**src/pkg/swdsel_params.svh**
```systemverilog
// timing, pattern and code constants of the debug port selector
`ifndef SWDSEL_PARAMS_SVH
`define SWDSEL_PARAMS_SVH
`define SWDSEL_CLK_NS 40
`define SWDSEL_KEY_WINDOW_NS 8000
`define SWDSEL_KEY_WINDOW_CYC (`SWDSEL_KEY_WINDOW_NS / `SWDSEL_CLK_NS)
`define SWDSEL_ACQ_LEN 16
`define SWDSEL_ACQ_PATTERN 16'hb5a3
`define SWDSEL_HOST_DIV 6
`define SWDSEL_REQ_LEN 8
`define SWDSEL_REQ_JTAG_ON 8'h4a
`define SWDSEL_REQ_RELEASE 8'h5c
`endif

```
**src/pkg/swdsel_pkg.sv**
```systemverilog
// types of the debug port selector
package swdsel_pkg;
    typedef enum logic [1:0] {
        swdsel_pair_jtag = 2'h0,
        swdsel_pair_usb = 2'h1
    } swdsel_pair_type;
    typedef enum logic [3:0] {
        swdsel_st_key = 4'h1,
        swdsel_st_active = 4'h2,
        swdsel_st_released = 4'h4,
        swdsel_st_idle = 4'h8
    } swdsel_state_type;
endpackage : swdsel_pkg

```
**src/pkg/swdsel_if.sv**
```systemverilog
// two pin pairs between debug host and device
`timescale 1ns/100ps
interface swdsel_if;
    logic jtag_clk;
    logic jtag_dat_host;
    logic jtag_dat_host_oe_n;
    logic jtag_dat_dev;
    logic jtag_dat_dev_oe_n;
    logic usb_clk;
    logic usb_dat_host;
    logic usb_dat_host_oe_n;
    logic usb_dat_dev;
    logic usb_dat_dev_oe_n;
    modport device (
        input jtag_clk, jtag_dat_host, jtag_dat_host_oe_n,
        input usb_clk, usb_dat_host, usb_dat_host_oe_n,
        output jtag_dat_dev, jtag_dat_dev_oe_n, usb_dat_dev, usb_dat_dev_oe_n
    );
    modport host (
        output jtag_clk, jtag_dat_host, jtag_dat_host_oe_n,
        output usb_clk, usb_dat_host, usb_dat_host_oe_n,
        input jtag_dat_dev, jtag_dat_dev_oe_n, usb_dat_dev, usb_dat_dev_oe_n
    );
endinterface : swdsel_if

```
**src/core/swdsel_device.sv**
```systemverilog
// device end: acquire detection, pair selection, release and jtag re-enable
`timescale 1ns/100ps
`include "swdsel_params.svh"
//
// Contract
// link uses exactly two device pins
// full debug access, no scan chain or chaining
// host clock at most third of cpu clock
// link on jtag pair or usb pair
// one pin clock, other pin bidirectional data
// port enabled on at most one pair
// enable only on pattern inside key window
// latch set enables jtag pair without pattern
// usb pair always needs the pattern
// port enabled from jtag or released to gpio
// pattern in key window always reacquires (code: only in swdsel_st_key; later a jtag pair pattern just clears jtag_en, a usb one does nothing)
// reacquired port can re-enable jtag interface
// pattern constant; every reset restarts detection
module swdsel_device #(
    parameter int acq_len = `SWDSEL_ACQ_LEN,
    parameter logic [`SWDSEL_ACQ_LEN-1:0] acq_pattern = `SWDSEL_ACQ_PATTERN,
    parameter int key_cycles = `SWDSEL_KEY_WINDOW_CYC
) (
    // clock and reset
    input wire logic mclk_i,
    input wire logic sys_rst_i,
    // configuration and jtag side
    input wire logic nonvolatile_config_latch_i,
    input wire logic jtag_swd_enable_i,
    // link pins
    swdsel_if.device link,
    // status
    output logic swd_on_jtag_o,
    output logic swd_on_usb_o,
    output logic jtag_enabled_o,
    output logic key_window_open_o,
    output logic [7:0] rx_byte_o,
    output logic rx_byte_valid_o
);
    ////////////////////////////////////////////////////////////////////////
    // pin synchronisers
    logic [1:0] jc_s, jd_s, uc_s, ud_s;
    logic jc_d, uc_d;
    always_ff @(posedge mclk_i) begin
        jc_s <= {jc_s[0], link.jtag_clk};
        jd_s <= {jd_s[0], link.jtag_dat_host};
        uc_s <= {uc_s[0], link.usb_clk};
        ud_s <= {ud_s[0], link.usb_dat_host};
        jc_d <= jc_s[1];
        uc_d <= uc_s[1];
    end
    wire jc_rise = jc_s[1] & ~jc_d;
    wire uc_rise = uc_s[1] & ~uc_d;

    ////////////////////////////////////////////////////////////////////////
    // key window timer
    logic [15:0] key_cnt;
    wire key_open = key_cnt < 16'(key_cycles);
    always_ff @(posedge mclk_i) begin
        if (sys_rst_i) begin
            key_cnt <= 16'h0000;
        end else if (key_open) begin
            key_cnt <= key_cnt + 16'h0001;
        end
    end
    assign key_window_open_o = key_open;

    ////////////////////////////////////////////////////////////////////////
    // acquire shifters, one per pair
    logic [`SWDSEL_ACQ_LEN-1:0] j_sh, u_sh;
    always_ff @(posedge mclk_i) begin
        if (sys_rst_i) begin
            j_sh <= '0;
            u_sh <= '0;
        end else begin
            if (jc_rise) j_sh <= {j_sh[`SWDSEL_ACQ_LEN-2:0], jd_s[1]};
            if (uc_rise) u_sh <= {u_sh[`SWDSEL_ACQ_LEN-2:0], ud_s[1]};
        end
    end
    wire j_hit = key_open && (j_sh == acq_pattern);
    wire u_hit = key_open && (u_sh == acq_pattern);

    ////////////////////////////////////////////////////////////////////////
    // selection state
    swdsel_pkg::swdsel_state_type state;
    swdsel_pkg::swdsel_pair_type pair;
    logic jtag_en;
    logic req_jtag_on, req_release;
    always_ff @(posedge mclk_i) begin
        if (sys_rst_i) begin
            state <= swdsel_pkg::swdsel_st_key;
            pair <= swdsel_pkg::swdsel_pair_jtag;
        end else begin
            unique case (state)
                swdsel_pkg::swdsel_st_key: begin
                    if (j_hit) begin
                        state <= swdsel_pkg::swdsel_st_active;
                        pair <= swdsel_pkg::swdsel_pair_jtag;
                    end else if (u_hit) begin
                        state <= swdsel_pkg::swdsel_st_active;
                        pair <= swdsel_pkg::swdsel_pair_usb;
                    end else if (!key_open) begin
                        if (nonvolatile_config_latch_i) begin
                            state <= swdsel_pkg::swdsel_st_active;
                            pair <= swdsel_pkg::swdsel_pair_jtag;
                        end else begin
                            state <= swdsel_pkg::swdsel_st_idle;
                        end
                    end
                end
                swdsel_pkg::swdsel_st_active: begin
                    if (req_release) state <= swdsel_pkg::swdsel_st_released;
                end
                swdsel_pkg::swdsel_st_released, swdsel_pkg::swdsel_st_idle: begin
                    if (jtag_swd_enable_i) begin
                        state <= swdsel_pkg::swdsel_st_active;
                        pair <= swdsel_pkg::swdsel_pair_jtag;
                    end
                end
                default: state <= swdsel_pkg::swdsel_st_idle;
            endcase
        end
    end
    wire active = (state == swdsel_pkg::swdsel_st_active);
    wire on_jtag = active && (pair == swdsel_pkg::swdsel_pair_jtag);
    wire on_usb = active && (pair == swdsel_pkg::swdsel_pair_usb);

    ////////////////////////////////////////////////////////////////////////
    // request bytes from host once active
    logic [7:0] rx_sh;
    logic [2:0] rx_cnt;
    wire act_rise = on_jtag ? jc_rise : (on_usb ? uc_rise : 1'b0);
    wire act_dat = on_jtag ? jd_s[1] : ud_s[1];
    always_ff @(posedge mclk_i) begin
        if (sys_rst_i) begin
            rx_sh <= 8'h00;
            rx_cnt <= 3'h0;
            rx_byte_o <= 8'h00;
            rx_byte_valid_o <= 1'b0;
        end else if (!active) begin
            rx_sh <= 8'h00;
            rx_cnt <= 3'h0;
            rx_byte_valid_o <= 1'b0;
        end else begin
            rx_byte_valid_o <= 1'b0;
            if (act_rise) begin
                rx_sh <= {rx_sh[6:0], act_dat};
                rx_cnt <= rx_cnt + 3'h1;
                if (rx_cnt == 3'h7) begin
                    rx_byte_o <= {rx_sh[6:0], act_dat};
                    rx_byte_valid_o <= 1'b1;
                end
            end
        end
    end
    assign req_jtag_on = rx_byte_valid_o && (rx_byte_o == `SWDSEL_REQ_JTAG_ON);
    assign req_release = rx_byte_valid_o && (rx_byte_o == `SWDSEL_REQ_RELEASE);

    ////////////////////////////////////////////////////////////////////////
    // jtag interface enable
    always_ff @(posedge mclk_i) begin
        if (sys_rst_i) begin
            jtag_en <= 1'b1;
        end else if (active && req_jtag_on) begin
            jtag_en <= 1'b1;
        end else if (j_hit) begin
            jtag_en <= 1'b0;
        end
    end

    ////////////////////////////////////////////////////////////////////////
    // outputs; device does not echo the request byte bit serially,
    // data pin driven with bit 0 of the last request byte while active
    always_ff @(posedge mclk_i) begin
        if (sys_rst_i) begin
            link.jtag_dat_dev <= 1'b0;
            link.usb_dat_dev <= 1'b0;
            swd_on_jtag_o <= 1'b0;
            swd_on_usb_o <= 1'b0;
            jtag_enabled_o <= 1'b1;
        end else begin
            link.jtag_dat_dev <= rx_byte_o[0];
            link.usb_dat_dev <= rx_byte_o[0];
            swd_on_jtag_o <= on_jtag;
            swd_on_usb_o <= on_usb;
            jtag_enabled_o <= jtag_en;
        end
    end
    // turnaround without a clash cycle: device lets go as soon as host drives
    assign link.jtag_dat_dev_oe_n = ~(on_jtag && link.jtag_dat_host_oe_n);
    assign link.usb_dat_dev_oe_n = ~(on_usb && link.usb_dat_host_oe_n);
endmodule : swdsel_device

```
**src/flat_wrapper.sv**
```systemverilog
// flat-port wrapper written by rule: the top's interface ports become plain ports
module swdsel_device_flat 
#(
    parameter int acq_len = `SWDSEL_ACQ_LEN,
    parameter logic [`SWDSEL_ACQ_LEN-1:0] acq_pattern = `SWDSEL_ACQ_PATTERN,
    parameter int key_cycles = `SWDSEL_KEY_WINDOW_CYC
)
  (mclk_i, sys_rst_i, nonvolatile_config_latch_i, jtag_swd_enable_i, swd_on_jtag_o, swd_on_usb_o, jtag_enabled_o, key_window_open_o, rx_byte_o, rx_byte_valid_o, link_jtag_clk, link_jtag_dat_host, link_jtag_dat_host_oe_n, link_usb_clk, link_usb_dat_host, link_usb_dat_host_oe_n, link_jtag_dat_dev, link_jtag_dat_dev_oe_n, link_usb_dat_dev, link_usb_dat_dev_oe_n);
  swdsel_if link_i ();
  input wire logic mclk_i;
  input wire logic sys_rst_i;
  input wire logic nonvolatile_config_latch_i;
  input wire logic jtag_swd_enable_i;
  output logic swd_on_jtag_o;
  output logic swd_on_usb_o;
  output logic jtag_enabled_o;
  output logic key_window_open_o;
  output logic [7:0] rx_byte_o;
  output logic rx_byte_valid_o;
  input wire logic [$bits(link_i.jtag_clk)-1:0] link_jtag_clk;
  input wire logic [$bits(link_i.jtag_dat_host)-1:0] link_jtag_dat_host;
  input wire logic [$bits(link_i.jtag_dat_host_oe_n)-1:0] link_jtag_dat_host_oe_n;
  input wire logic [$bits(link_i.usb_clk)-1:0] link_usb_clk;
  input wire logic [$bits(link_i.usb_dat_host)-1:0] link_usb_dat_host;
  input wire logic [$bits(link_i.usb_dat_host_oe_n)-1:0] link_usb_dat_host_oe_n;
  output wire logic [$bits(link_i.jtag_dat_dev)-1:0] link_jtag_dat_dev;
  output wire logic [$bits(link_i.jtag_dat_dev_oe_n)-1:0] link_jtag_dat_dev_oe_n;
  output wire logic [$bits(link_i.usb_dat_dev)-1:0] link_usb_dat_dev;
  output wire logic [$bits(link_i.usb_dat_dev_oe_n)-1:0] link_usb_dat_dev_oe_n;
  assign link_i.jtag_clk = link_jtag_clk;
  assign link_i.jtag_dat_host = link_jtag_dat_host;
  assign link_i.jtag_dat_host_oe_n = link_jtag_dat_host_oe_n;
  assign link_i.usb_clk = link_usb_clk;
  assign link_i.usb_dat_host = link_usb_dat_host;
  assign link_i.usb_dat_host_oe_n = link_usb_dat_host_oe_n;
  assign link_jtag_dat_dev = link_i.jtag_dat_dev;
  assign link_jtag_dat_dev_oe_n = link_i.jtag_dat_dev_oe_n;
  assign link_usb_dat_dev = link_i.usb_dat_dev;
  assign link_usb_dat_dev_oe_n = link_i.usb_dat_dev_oe_n;
  swdsel_device #(.acq_len(acq_len), .acq_pattern(acq_pattern), .key_cycles(key_cycles)) u_core (.mclk_i(mclk_i), .sys_rst_i(sys_rst_i), .nonvolatile_config_latch_i(nonvolatile_config_latch_i), .jtag_swd_enable_i(jtag_swd_enable_i), .link(link_i), .swd_on_jtag_o(swd_on_jtag_o), .swd_on_usb_o(swd_on_usb_o), .jtag_enabled_o(jtag_enabled_o), .key_window_open_o(key_window_open_o), .rx_byte_o(rx_byte_o), .rx_byte_valid_o(rx_byte_valid_o));
endmodule
```
**config.mk**
```make
export PLATFORM = sky130hd
export DESIGN_NAME = swdsel_device_flat
export DESIGN_NICKNAME = d
export VERILOG_FILES = /design/src/pkg/swdsel_pkg.sv /design/src/pkg/swdsel_if.sv /design/src/core/swdsel_device.sv /design/src/flat_wrapper.sv
export VERILOG_INCLUDE_DIRS = /design/src /design/src/pkg
export SDC_FILE = /design/constraint.sdc
export NUM_CORES = 1
export LEC_CHECK = 0
export BUFFER_PORTS_ARGS = -buffer_cell sky130_fd_sc_hd__clkbuf_2
export CAP_MARGIN = 10
export CORE_MARGIN = 5
export CORE_UTILIZATION = 60
export DETAILED_ROUTE_END_ITERATION = 8
export PLACE_DENSITY = 0.86
export SLEW_MARGIN = 20
export SYNTH_ARGS = -nofsm -noshare
export SYNTH_HDL_FRONTEND = slang
export SYNTH_SLANG_ARGS = --single-unit
```
**constraint.sdc**
```tcl
create_clock -name mclk_i -period 6.2 [get_ports mclk_i]
set_clock_uncertainty 0.2 [all_clocks]
set_input_delay 0.62 -clock mclk_i [delete_from_list [all_inputs] [get_ports mclk_i]]
set_output_delay 0.62 -clock mclk_i [all_outputs]
set_load 0.005 [all_outputs]
```
* Word level (Yosys, flattened, before mapping)
Index checks and enable logic that the tools add are counted.
** Storage, ports and cells
- Memories :: 0
- Output and inout bits :: 17
- Word-level logic and storage cells :: 80
- Memory bits (read-only) :: 0
- Bits in latches :: 0
- Memory bits (writable) :: 0
- Bits in registers :: 88
- Bits of input ports :: 10
** Cells by class
- Shift-type cells :: 0
- Add/sub/neg operators :: 2
- Multipliers :: 0
- Div/mod/pow operators :: 0
- Multiplexer cells :: 17
- Bitwise logic cells :: 8
- Reduce and logical (&&, ||, !) cells :: 18
- Eq/ne operators :: 14
- Order comparisons :: 1
** Operator list (count)
- $eq 16x16->1 const B :: 2
- $mux 4 :: 6
- $add 16x1->16 const B :: 1
- $eq 8x7->1 const B :: 2
- $lt 16x8->1 const B :: 1
- $pmux 4 s3 :: 1
- $mux 2 :: 5
- $logic_and 1x1->1 :: 9
- $not 1->1 :: 6
- $reduce_and 3->1 :: 2
- $reduce_or 2->1 :: 3
- $eq 4x1->1 const B :: 1
- $eq 4x2->1 const B :: 1
- $eq 4x3->1 const B :: 1
- $eq 4x4->1 const B :: 1
- $mux 1 :: 4
- $ne 4x2->1 const B :: 1
- $ne 4x4->1 const B :: 1
- $pmux 2 s2 :: 1
- $reduce_and 4->1 :: 1
- $add 3x1->3 const B :: 1
- $eq 3x3->1 const B :: 1
- $reduce_or 3->1 :: 1
- $and 1x1->1 :: 2
- 5 further kinds :: 5

* Depth between registers and ports, before layout
Gate-level depths: netlist of the first run.
- Word-level depth :: 6
- Depth in mapped cells :: 7
- Gate-level depth less buffers :: 5

* Worst setup path after synthesis of the first run
No wires, ideal clock.
- Path type :: reg-to-reg
- Start :: register u_core.u_sh[3]
- End :: register u_core.state[3]
- Buffers on the path :: 0
- Path slack :: 4.090 ns
- Stages on the path, launching flop included :: 6
- Period minus slack after synthesis :: 2.110 ns
- Arrival time :: 1.778 ns
- Data required time :: 5.868 ns
- Library setup time :: 0.132 ns
- Cells stage by stage :: dfxtp_1 or4_1 or4_4 a31o_1 a211oi_2 nor3_1
** On the way
- Word-level cells in the longest chain between the ends :: 5
- Elaborated cells on any way between the ends :: 7
- Classes of those cells :: 2 x eq/ne; 3 x mux; 2 x reduce/logical
** Ends and longest elaborated chain
- from (decl) :: RTL line swdsel_device.sv:70 : logic [`SWDSEL_ACQ_LEN-1:0] j_sh, u_sh;
- from (signal assigned) :: RTL line swdsel_device.sv:77 : if (uc_rise) u_sh <= {u_sh[`SWDSEL_ACQ_LEN-2:0], ud_s[1]};
- $eq 16x16->1 (*) :: RTL line swdsel_device.sv:81 : wire u_hit = key_open && (u_sh == acq_pattern);
- $logic_and 1x1->1 (*) :: RTL line swdsel_device.sv:81
- $mux 4 :: RTL line swdsel_device.sv:99 : end else if (u_hit) begin
- $mux 4 :: RTL line swdsel_device.sv:96 : if (j_hit) begin
- $pmux 4 s3 :: RTL line swdsel_device.sv:94 : unique case (state)
- to (signal assigned) :: RTL line swdsel_device.sv:97 : state <= swdsel_pkg::swdsel_st_active;
- to (signal assigned) :: RTL line swdsel_device.sv:100 : state <= swdsel_pkg::swdsel_st_active;
- to (signal assigned) :: RTL line swdsel_device.sv:104 : state <= swdsel_pkg::swdsel_st_active;
- to (decl) :: RTL line swdsel_device.sv:85 : swdsel_pkg::swdsel_state_type state;
Mark *: on every way between the ends. The rest lies on a longest branch, timed or not.
A chain may end at the register's enable or synchronous reset.

* Worst setup path after layout of the first run
- Start :: register u_core.key_cnt[3]
- End :: output key_window_open_o
** On the way
- Word-level cells in the longest chain between the ends :: 1
** Ends and longest elaborated chain
- from (decl) :: RTL line swdsel_device.sv:57 : logic [15:0] key_cnt;
- from (signal assigned) :: RTL line swdsel_device.sv:63 : key_cnt <= key_cnt + 16'h0001;
- $lt 16x8->1 :: RTL line swdsel_device.sv:58 : wire key_open = key_cnt < 16'(key_cycles);
- to (decl) :: RTL line flat_wrapper.sv:17 : output logic key_window_open_o;
No other way between the ends.

==> flow_summary.json, run 1 <==
{
  "status": "completed",
  "core_area_um2": 5140,
  "hp-class": "flop to flop",
  "synth_xor_area_frac": 0.0220,
  "synth_seq_cells": 87,
  "grt_pass1_wl_um": 10400,
  "cts.repair.resized": 0,
  "globalRouteMet3Util": 0.0723,
  "path_clk_slew_ns": 0.08,
  "layout_min_cycle_time_ns": 2.76,
  "synth_top_family_by_area": "simple AND/OR/NAND/NOR gates",
  "relSlewSlack": 0.342,
  "cts.sinks": 87,
  "path_cells": "o311ai_0, and3_1, clkbuf_2",
  "grt_max_degree": 69,
  "setup_tns_ns": 0,
  "nNetsFinal": 376,
  "synth_nets": 357,
  "h-tree-depth": 3,
  "crit_buf_inv": 1,
  "areaGrowthSynthToFinish_pct": 11.5,
  "slowest_delay_ns": 0.53,
  "dpl_cell_area_um2": 3330,
  "critPathTopFamily": "compound AO/OA/AOI/OAI gates",
  "critPathCaptureType": "output pin",
  "postSynth.asyncResetShare": 0,
  "clock_path_buffers": 2,
  "synth_cells": 344,
  "max_cap_violations": 0,
  "synth_simple_gate_area_frac": 0.242,
  "root_buffer": "clkbuf_8",
  "avgSynthCellArea_um2": 9.25,
  "drive_gt1_frac": 0.128,
  "wl_per_cell_um": 13.2,
  "stdcell_area_um2": 3550,
  "rows": 26,
  "fmax_ghz": 0.362,
  "pin_count": 27,
  "drc": 0,
  "dieArea_um2": 6860,
  "gp_congestion": 0.766,
  "grt.met2_usage": 0.304,
  "clk_latency_ns": 0.35,
  "worst_slew_pin_slew_ns": 0.986,
  "cp_slowest_cell": "o311ai_0",
  "post-cts-setup-buffers": 0,
  "synth_seq_area_share": 0.547,
  "grt_pass1_vias": 2344,
  "synth_cell_types": 42,
  "drt_iter0_markers": 162,
  "die_x_um": 82.8,
  "synthFlopType": "dfxtp_1",
  "holdBufCountCts": 0,
  "final-hold-violation-count": 0,
  "insertedDiodeCount": 0,
  "ant_nets": 0,
  "numPortBuffers": 26,
  "synth_compound_area_frac": 0.0861,
  "antenna_found_initial": 0,
  "crit_fanout": 13,
  "setup_viol_count_final": 0,
  "hpwl_um": 3770,
  "synth_area_um2": 3180,
  "cts_tree": "yes",
  "initial_core_util": 0.619,
  "cp.depth": 3,
  "rr_worst_depth": 5,
  "drt-total-wl_um": 5770,
  "top_usage_layer": "met2",
  "path_class": "flop to output pin",
  "post_drt_via_cell_ratio": 5.41,
  "fillers": 404,
  "arrival_ns": 1.94,
  "synth_edf_count": 0,
  "dp_cells": 422,
  "rsz0062_at_grt": "false",
  "yosys.area_share.adder": 0.0118,
  "final_max_slew_viol_count": 0,
  "vdd_ir_drop_max_mv": 0.181,
  "finalPower_mw": 1.13,
  "crit_path_start_kind": "flop",
  "dr.pass1.iters": 4,
  "cp.required_ns": 5.38,
  "muxShareOfSynthArea": 0.0629,
  "met1_usage": 0.215,
  "finalCritPeriodShare": 0.446,
  "powerDensity_nw_per_um2": 320,
  "final_core_util": 0.691,
  "grt_usage": 0.182,
  "ys_warn_count": 0,
  "vias": 2359,
  "grt.overflow.total": 0,
  "whs_path_depth": 0,
  "instances_no_fill": 436,
  "leakage_nw": 1.43,
  "numCtsBuffers": 9,
  "die_y_um": 82.8
}
==> metal layers <==
metal | share of wire | wire length (µm)
met1 | 0.44 | 2560
met2 | 0.50 | 2870
met3 | 0.046 | 268
met4 | 0.011 | 65
met5 | 0 | 0
==> layout by cell type, fill, tap and decap left out, drive strengths merged <==
cell / instances
o311ai: 1
ha: 3
and4b: 2
o21ai: 3
or4: 2
nor2: 29
nor2b: 12
a21oi: 36
mux2i: 20
or3: 1
dfxtp: 87
and3: 3
a211oi: 2
nand2: 70
nand3: 4
nor4b: 4
a31o: 1
and3b: 1
a31oi: 4
o211ai: 1
buf: 1
nor3b: 1
bufinv: 2
nor4: 2
clkinvlp: 1
or4b: 2
xnor2: 2
and2: 1
nand2b: 5
a2111oi: 1
xor2: 6
nand4: 5
inv: 3
nor4bb: 2
nand4b: 3
or2: 2
nor3: 3
or2b: 1
clkbuf: 37
==> through the flow <==
step / hold WS (ns) / setup WS [ns]
floorplan: 0.110 / 4.09
global placement: 0.110 / 3.86
detailed placement: 0.113 / 3.75
CTS: 0.132 / 3.41
global route: 0.145 / 3.30
finish: 0.129 / 3.44
==> power breakdown <==
part,leakage [nW],switching (mW),internal [mW]
Clock,0.108,0.183,0.244
Sequential,0.706,0.0181,0.574
Combinational,0.616,0.0667,0.0479
==> worst paths after layout <==
path	start	end	slack, ns
max	u_core.key_cnt[3]	key_window_open_o	3.44
min	u_core.jd_s[0]	u_core.jd_s[1]	0.13
max reg2reg	u_core.jc_d	u_core.rx_byte_o[0]	3.72
min reg2reg	u_core.jd_s[0]	u_core.jd_s[1]	0.13
==> cells in the mapped netlist (4+ instances only) <==
cell       n  area share
nand2b_1   5      0.0098
nor2b_1   12       0.024
nand4_1    5      0.0098
a21oi_1   36       0.057
clkbuf_1  16       0.019
dfxtp_1   87        0.55
mux2i_1   20       0.063
nand3_1    4      0.0063
nand2_1   70       0.083
xor2_1     6       0.017
a31oi_1    4      0.0079
nor2_1    29       0.034
==> flip-flops by register name, indices dropped and copies added (netlist names) <==
signal / cells
u_core.state: 4
u_core.jtag_en: 1
u_core.swd_on_usb_o: 1
u_core.jd_s: 2
u_core.swd_on_jtag_o: 1
u_core.rx_sh: 7
u_core.jc_s: 2
u_core.uc_d: 1
u_core.rx_byte_o: 8
u_core.link.jtag_dat_dev: 1
u_core.u_sh: 16
u_core.rx_byte_valid_o: 1
u_core.rx_cnt: 3
u_core.key_cnt: 16
u_core.j_sh: 16
u_core.ud_s: 2
u_core.jtag_enabled_o: 1
u_core.pair: 1
u_core.jc_d: 1
u_core.uc_s: 2
==> final cells by class <==
cell class / instances / area [µm²] / area share
flip-flops and latches: 87 / 1740 / 0.491
well taps: 70 / 87.6 / 0.0247
multi-input cells: 235 / 1350 / 0.381
clock buffers: 11 / 151 / 0.0427
inverters: 3 / 11.3 / 0.00317
clock inverters: 3 / 67.6 / 0.0190
repair buffers: 27 / 138 / 0.0388
==> cells by family after synthesis <==
family,after synthesis
compound gates,49
simple gates,155
xor+xnor,8
buf+inv,22
fa+ha+maj,3
mux,20
flops,87
No activity file was read; power rests on OpenSTA's default activity.
==> run 2, diff against run 1 <==
--- a/config.mk
+++ b/config.mk
@@ -9,9 +9,9 @@
 export BUFFER_PORTS_ARGS = -buffer_cell sky130_fd_sc_hd__clkbuf_2
 export CAP_MARGIN = 10
 export CORE_MARGIN = 5
-export CORE_UTILIZATION = 60
+export CORE_UTILIZATION = 52
 export DETAILED_ROUTE_END_ITERATION = 8
-export PLACE_DENSITY = 0.86
+export PLACE_DENSITY = 0.8
 export SLEW_MARGIN = 20
 export SYNTH_ARGS = -nofsm -noshare
 export SYNTH_HDL_FRONTEND = slang
==> constraint.sdc (replaced) <==
create_clock -name mclk_i -period 2.5 [get_ports mclk_i]
set_clock_uncertainty 0.2 [all_clocks]
set_input_delay 0.25 -clock mclk_i [delete_from_list [all_inputs] [get_ports mclk_i]]
set_output_delay 0.25 -clock mclk_i [all_outputs]
set_load 0.005 [all_outputs]
==> run 2 against run 1 <==
Effect of this change:
- global-route usage decreased by 1.9 points
- clock-buffer cell count decreased by 1
- non-clock buffer count increased by 12
- sequential power increased by 150%
- first-iteration DRC count decreased by 37%
- highest routed layer unchanged
- cell count increased by 4.4%
- cell area increased by 2.5%
- critical path depth increased by 1
==> flow_summary.json, run 2 (synthesis gave the netlist of run 1 again) <==
{
  "status": "completed",
  "gp_congestion": 0.834,
  "finalPower_mw": 2.68,
  "cp.required_ns": 2.05,
  "path_class": "flop to output pin",
  "drt-total-wl_um": 5710,
  "h-tree-depth": 3,
  "path_cells": "or4b_1, nor2_1, nand2_1, clkbuf_2",
  "cts_tree": "yes",
  "critPathCaptureType": "output pin",
  "max_cap_violations": 0,
  "drc": 0,
  "crit_buf_inv": 1,
  "finalCritPeriodShare": 0.897,
  "grt_usage": 0.163,
  "layout.cells.most_common_list": "dfxtp_1 (87), nand2_1 (70), a21oi_1 (36), nor2_1 (29), clkbuf_2 (26)",
  "clk_latency_ns": 0.35,
  "post_drt_via_cell_ratio": 5.22,
  "drt_iter0_markers": 102,
  "post-cts-setup-buffers": 0,
  "relSlewSlack": 0.595,
  "drive_gt1_frac": 0.147,
  "crit_fanout": 6,
  "setup_viol_count_final": 0,
  "rows": 28,
  "nNetsFinal": 388,
  "cp_slowest_cell": "or4b_1",
  "die_y_um": 88.2,
  "hp-class": "input port to flop",
  "final-hold-violation-count": 0,
  "dieArea_um2": 7790,
  "numCtsBuffers": 9,
  "setup_tns_ns": 0,
  "holdBufCountCts": 4,
  "layout_min_cycle_time_ns": 2.24,
  "hpwl_um": 3920,
  "core_area_um2": 5920,
  "final_max_slew_viol_count": 0,
  "crit_path_start_kind": "flop",
  "die_x_um": 88.2,
  "path_clk_slew_ns": 0.08,
  "vias": 2376,
  "grt_pass1_wl_um": 9930,
  "worst_slew_pin_slew_ns": 0.599,
  "root_buffer": "clkbuf_8",
  "numPortBuffers": 26,
  "initial_core_util": 0.538,
  "arrival_ns": 1.79,
  "cts.repair.resized": 0,
  "wl_per_cell_um": 12.5,
  "reg_top3": "u_core.j_sh: 16 flops, u_core.key_cnt: 16 flops, u_core.u_sh: 16 flops",
  "ant_nets": 0,
  "dpl_cell_area_um2": 3410,
  "fmax_ghz": 0.446,
  "pin_count": 27,
  "powerDensity_nw_per_um2": 737,
  "grt_max_degree": 68,
  "cts.sinks": 87,
  "stdcell_area_um2": 3640,
  "insertedDiodeCount": 0,
  "grt.overflow.total": 0,
  "fillers": 526,
  "areaGrowthSynthToFinish_pct": 14.3,
  "rsz0062_at_grt": "false",
  "layout_commonest_cell": "dfxtp_1",
  "leakage_nw": 1.48,
  "dp_cells": 435,
  "vdd_ir_drop_max_mv": 0.601,
  "critPathTopFamily": "simple AND/OR/NAND/NOR gates",
  "antenna_found_initial": 0,
  "dr.pass1.iters": 4,
  "clock_path_buffers": 2,
  "grt_pass1_vias": 2279,
  "slowest_delay_ns": 0.64,
  "instances_no_fill": 455
}
==> run 2: cell count changes in the layout (fill, tap and decap cells not counted), moves of 2 or more <==
| cell | delta |
|---|---|
| buf_4 | +7 |
| dlygate4sd3_1 | +4 |
| clkbuf_8 | -2 |
| clkinv_2 | +3 |
==> run 2: where the power goes <==
group          internal [mW]  leakage [nW]  switching, mW
registers               1.42         0.706         0.0422
clock network          0.458        0.0960          0.467
logic                  0.132         0.676          0.157
==> run 2: stage by stage <==
| step | hold slack, ns | util | setup WS [ns] |
|---|---|---|---|
| 2_1_floorplan | 0.0777 | - | 0.390 |
| 3_3_place_gp | 0.110 | 0.576 | 0.360 |
| 3_5_place_dp | 0.112 | 0.576 | 0.319 |
| 4_1_cts | 0.0584 | 0.615 | 0.237 |
| 5_1_grt | 0.0601 | 0.615 | 0.0208 |
| 6_report | 0.0776 | 0.615 | 0.257 |
==> run 2: worst min-delay path: cells and delay by family <==
kind | cells | cell delay (ns)
AOI/OAI and AO/OA | 1 | 0.16
buffers and inverters | 1 | 0.12
and+or+nand+nor | 1 | 0.05
==> run 2: layer usage <==
metal,GRT usage,wire length (µm)
met5,0,0
met2,0.273,2720
met4,0.0495,59
met1,0.195,2570
met3,0.0615,356
==> run 2: area by class of cell <==
type                       count  area [µm²]  share of cell area
clock inverter                 6        61.3              0.0169
clock buffer                  10         128              0.0351
multi-input combinational    235        1350               0.372
sequential                    87        1740               0.479
inverter                       3        11.3             0.00309
tap                           75        93.8              0.0258
timing repair buffer          39         250              0.0688
==> run 2: final timing paths <==
check                                       start                     end  slack [ns]  cells past startpoint
worst min register to register     u_core.jc_s[0]          u_core.jc_s[1]        0.13                      0
worst max-delay path              u_core.state[0]  link_jtag_dat_dev_oe_n        0.26                      4
worst min-delay path            jtag_swd_enable_i         u_core.state[1]        0.08                      3
worst max register to register     u_core.u_sh[3]         u_core.state[3]        0.30                      5
==> run 3, diff against run 2 <==
--- a/config.mk
+++ b/config.mk
@@ -9,9 +9,9 @@
 export BUFFER_PORTS_ARGS = -buffer_cell sky130_fd_sc_hd__clkbuf_2
 export CAP_MARGIN = 10
 export CORE_MARGIN = 5
-export CORE_UTILIZATION = 52
+export CORE_UTILIZATION = 35
 export DETAILED_ROUTE_END_ITERATION = 8
-export PLACE_DENSITY = 0.8
+export PLACE_DENSITY = 0.59
 export SLEW_MARGIN = 20
 export SYNTH_ARGS = -nofsm -noshare
 export SYNTH_HDL_FRONTEND = slang
==> run 3 against run 2 <==
Effect of this change:
- routed wire length grew 3.9%
- worst setup slack lost 0.015 ns
- non-clock buffer count grew 1
- clock power shrank 5.0%
- global-route usage shrank 5.0 points
- sequential power is essentially flat
- combinational power is essentially flat
- first-iteration DRC count shrank 2.0%
- clock-buffer cell count grew 1
- cell count grew 6.8%
- cell area grew 0.72%
- via count shrank 1.0%
- highest routed layer unchanged
==> flow_summary.json, run 3 (synthesis gave the netlist of run 1 again) <==
{
  "worst_slew_pin_slew_ns": 0.633,
  "dpl_cell_area_um2": 3460,
  "arrival_ns": 1.81,
  "setup_viol_count_final": 0,
  "grt_pass1_wl_um": 10300,
  "clk_latency_ns": 0.35,
  "crit_path_start_kind": "flop",
  "combinationalPowerShare": 0.110,
  "fmax_ghz": 0.443,
  "leakage_nw": 1.47,
  "wl_per_cell_um": 12.2,
  "rr_worst_depth": 5,
  "stdcell_area_um2": 3660,
  "path_clk_slew_ns": 0.07,
  "worst_r2r_endpoint": "u_core.rx_byte_o[0]",
  "finalCritPeriodShare": 0.903,
  "fillers": 879,
  "drive_gt1_frac": 0.140,
  "die_x_um": 105,
  "p_clk_frac": 0.334,
  "critPathCaptureType": "output pin",
  "holdBufCountCts": 4,
  "antenna_found_initial": 0,
  "timing.rr.start": "u_core.state[2]",
  "layout_commonest_cell": "dfxtp_1",
  "core_area_um2": 8810,
  "holdCritStartpoint": "jtag_swd_enable_i",
  "setup_tns_ns": 0,
  "vdd_ir_drop_max_mv": 0.300,
  "grt_pass1_vias": 2221,
  "drt-total-wl_um": 5930,
  "rows": 34,
  "nNetsFinal": 389,
  "final_max_slew_viol_count": 0,
  "numPortBuffers": 26,
  "layout.cells.most_common_list": "dfxtp_1 (87), nand2_1 (70), a21oi_1 (36), nor2_1 (29), clkbuf_2 (26)",
  "grt.overflow.total": 0,
  "post_drt_via_cell_ratio": 4.84,
  "hpwl_um": 3970,
  "post-cts-setup-buffers": 0,
  "p_sw_mw": 0.633,
  "drc": 0,
  "dp_cells": 469,
  "vias": 2352,
  "cts_tree": "yes",
  "finalPower_mw": 2.63,
  "hold_path_end": "u_core.state[1]",
  "p_sw_frac": 0.240,
  "gp_congestion": 0.789,
  "whs_path_depth": 3,
  "reg_top3": "u_core.j_sh: 16 flops, u_core.key_cnt: 16 flops, u_core.u_sh: 16 flops",
  "clock_path_buffers": 2,
  "cts.sinks": 87,
  "instances_no_fill": 486,
  "ant_nets": 0,
  "p_seq_frac": 0.556,
  "setup_slack_ns": 0.242,
  "cp.required_ns": 2.05,
  "initial_core_util": 0.361,
  "h-tree-depth": 3,
  "dr.pass1.iters": 4,
  "areaGrowthSynthToFinish_pct": 15.1,
  "grt_max_degree": 43,
  "rsz0062_at_grt": "false",
  "numCtsBuffers": 9,
  "root_buffer": "clkbuf_8",
  "pin_count": 27,
  "hp-class": "input port to flop",
  "max_cap_violations": 0,
  "dieArea_um2": 11100,
  "layout_min_cycle_time_ns": 2.26,
  "drt_iter0_markers": 100,
  "final-hold-violation-count": 0,
  "die_y_um": 105,
  "powerDensity_nw_per_um2": 719,
  "relSlewSlack": 0.572,
  "status": "completed",
  "p_int_mw": 2.00,
  "reg2reg_slack_ns": 0.26,
  "path_class": "flop to output pin",
  "crit_fanout": 6,
  "cts.repair.resized": 0,
  "insertedDiodeCount": 0,
  "pre_cts_ws_ns": 0.307,
  "grt_usage": 0.112
}
## run 3: cell types whose count changed in the layout (fill, tap and decap cells not counted)
cell	delta
clkinv_2	-2
clkinv_4	-1
clkbuf_1	+1
clkinvlp_4	-1
buf_4	+1
## run 3: layout make-up
class | count | area [µm²] | area share
clock buffers | 11 | 131 | 0.0358
clock inverters | 2 | 35.0 | 0.00956
inverters | 3 | 11.3 | 0.00307
multi-input cells | 235 | 1350 | 0.369
flip-flops and latches | 87 | 1740 | 0.475
well taps | 108 | 135 | 0.0369
repair buffers | 40 | 258 | 0.0703
## run 3: metal layers
metal	track usage	wire [µm]	vias up
met3	0.0403	247	9
met1	0.138	2870	1081
li1	-	-	1226
met4	0.0394	76	0
met5	0	0	-
met2	0.183	2740	36
## run 3: through the flow
stage | utilization | hold slack [ns]
finish | 0.416 | 0.0731
global route | 0.416 | 0.104
CTS | 0.416 | 0.0592
detailed placement | 0.393 | 0.114
global placement | 0.393 | 0.110
floorplan | - | 0.0777
## run 3: worst max-delay path, stage by stage (launching register included)
cell	delay (ns)
dfxtp_1	0.36
or4b_1	0.61
nor2_1	0.29
nand2_1	0.09
clkbuf_2	0.12
## run 3: how the worst max path moves through the flow
| stage | start | to | slack (ns) | cells past startpoint |
|---|---|---|---|---|
| 2_1_floorplan | u_core.u_sh[3] | u_core.state[3] | 0.39 | 5 |
| 3_3_place_gp | u_core.state[0] | u_core.rx_byte_o[0] | 0.28 | 5 |
| 3_5_place_dp | u_core.state[2] | u_core.rx_byte_o[0] | 0.31 | 5 |
| 4_1_cts | u_core.state[0] | link_jtag_dat_dev_oe_n | 0.22 | 4 |
| 5_1_grt | u_core.key_cnt[3] | key_window_open_o | 0.08 | 4 |
| 6_report | u_core.state[2] | link_jtag_dat_dev_oe_n | 0.24 | 4 |
## run 3: power by group through the flow
stage               clock network, mW  logic [mW]  registers [mW]
CTS                             0.921       0.288            1.46
floorplan                           0       0.223            1.49
global placement                    0       0.283            1.49
finish                          0.879       0.290            1.46
detailed placement                  0       0.281            1.50
global route                    0.974       0.321            1.47
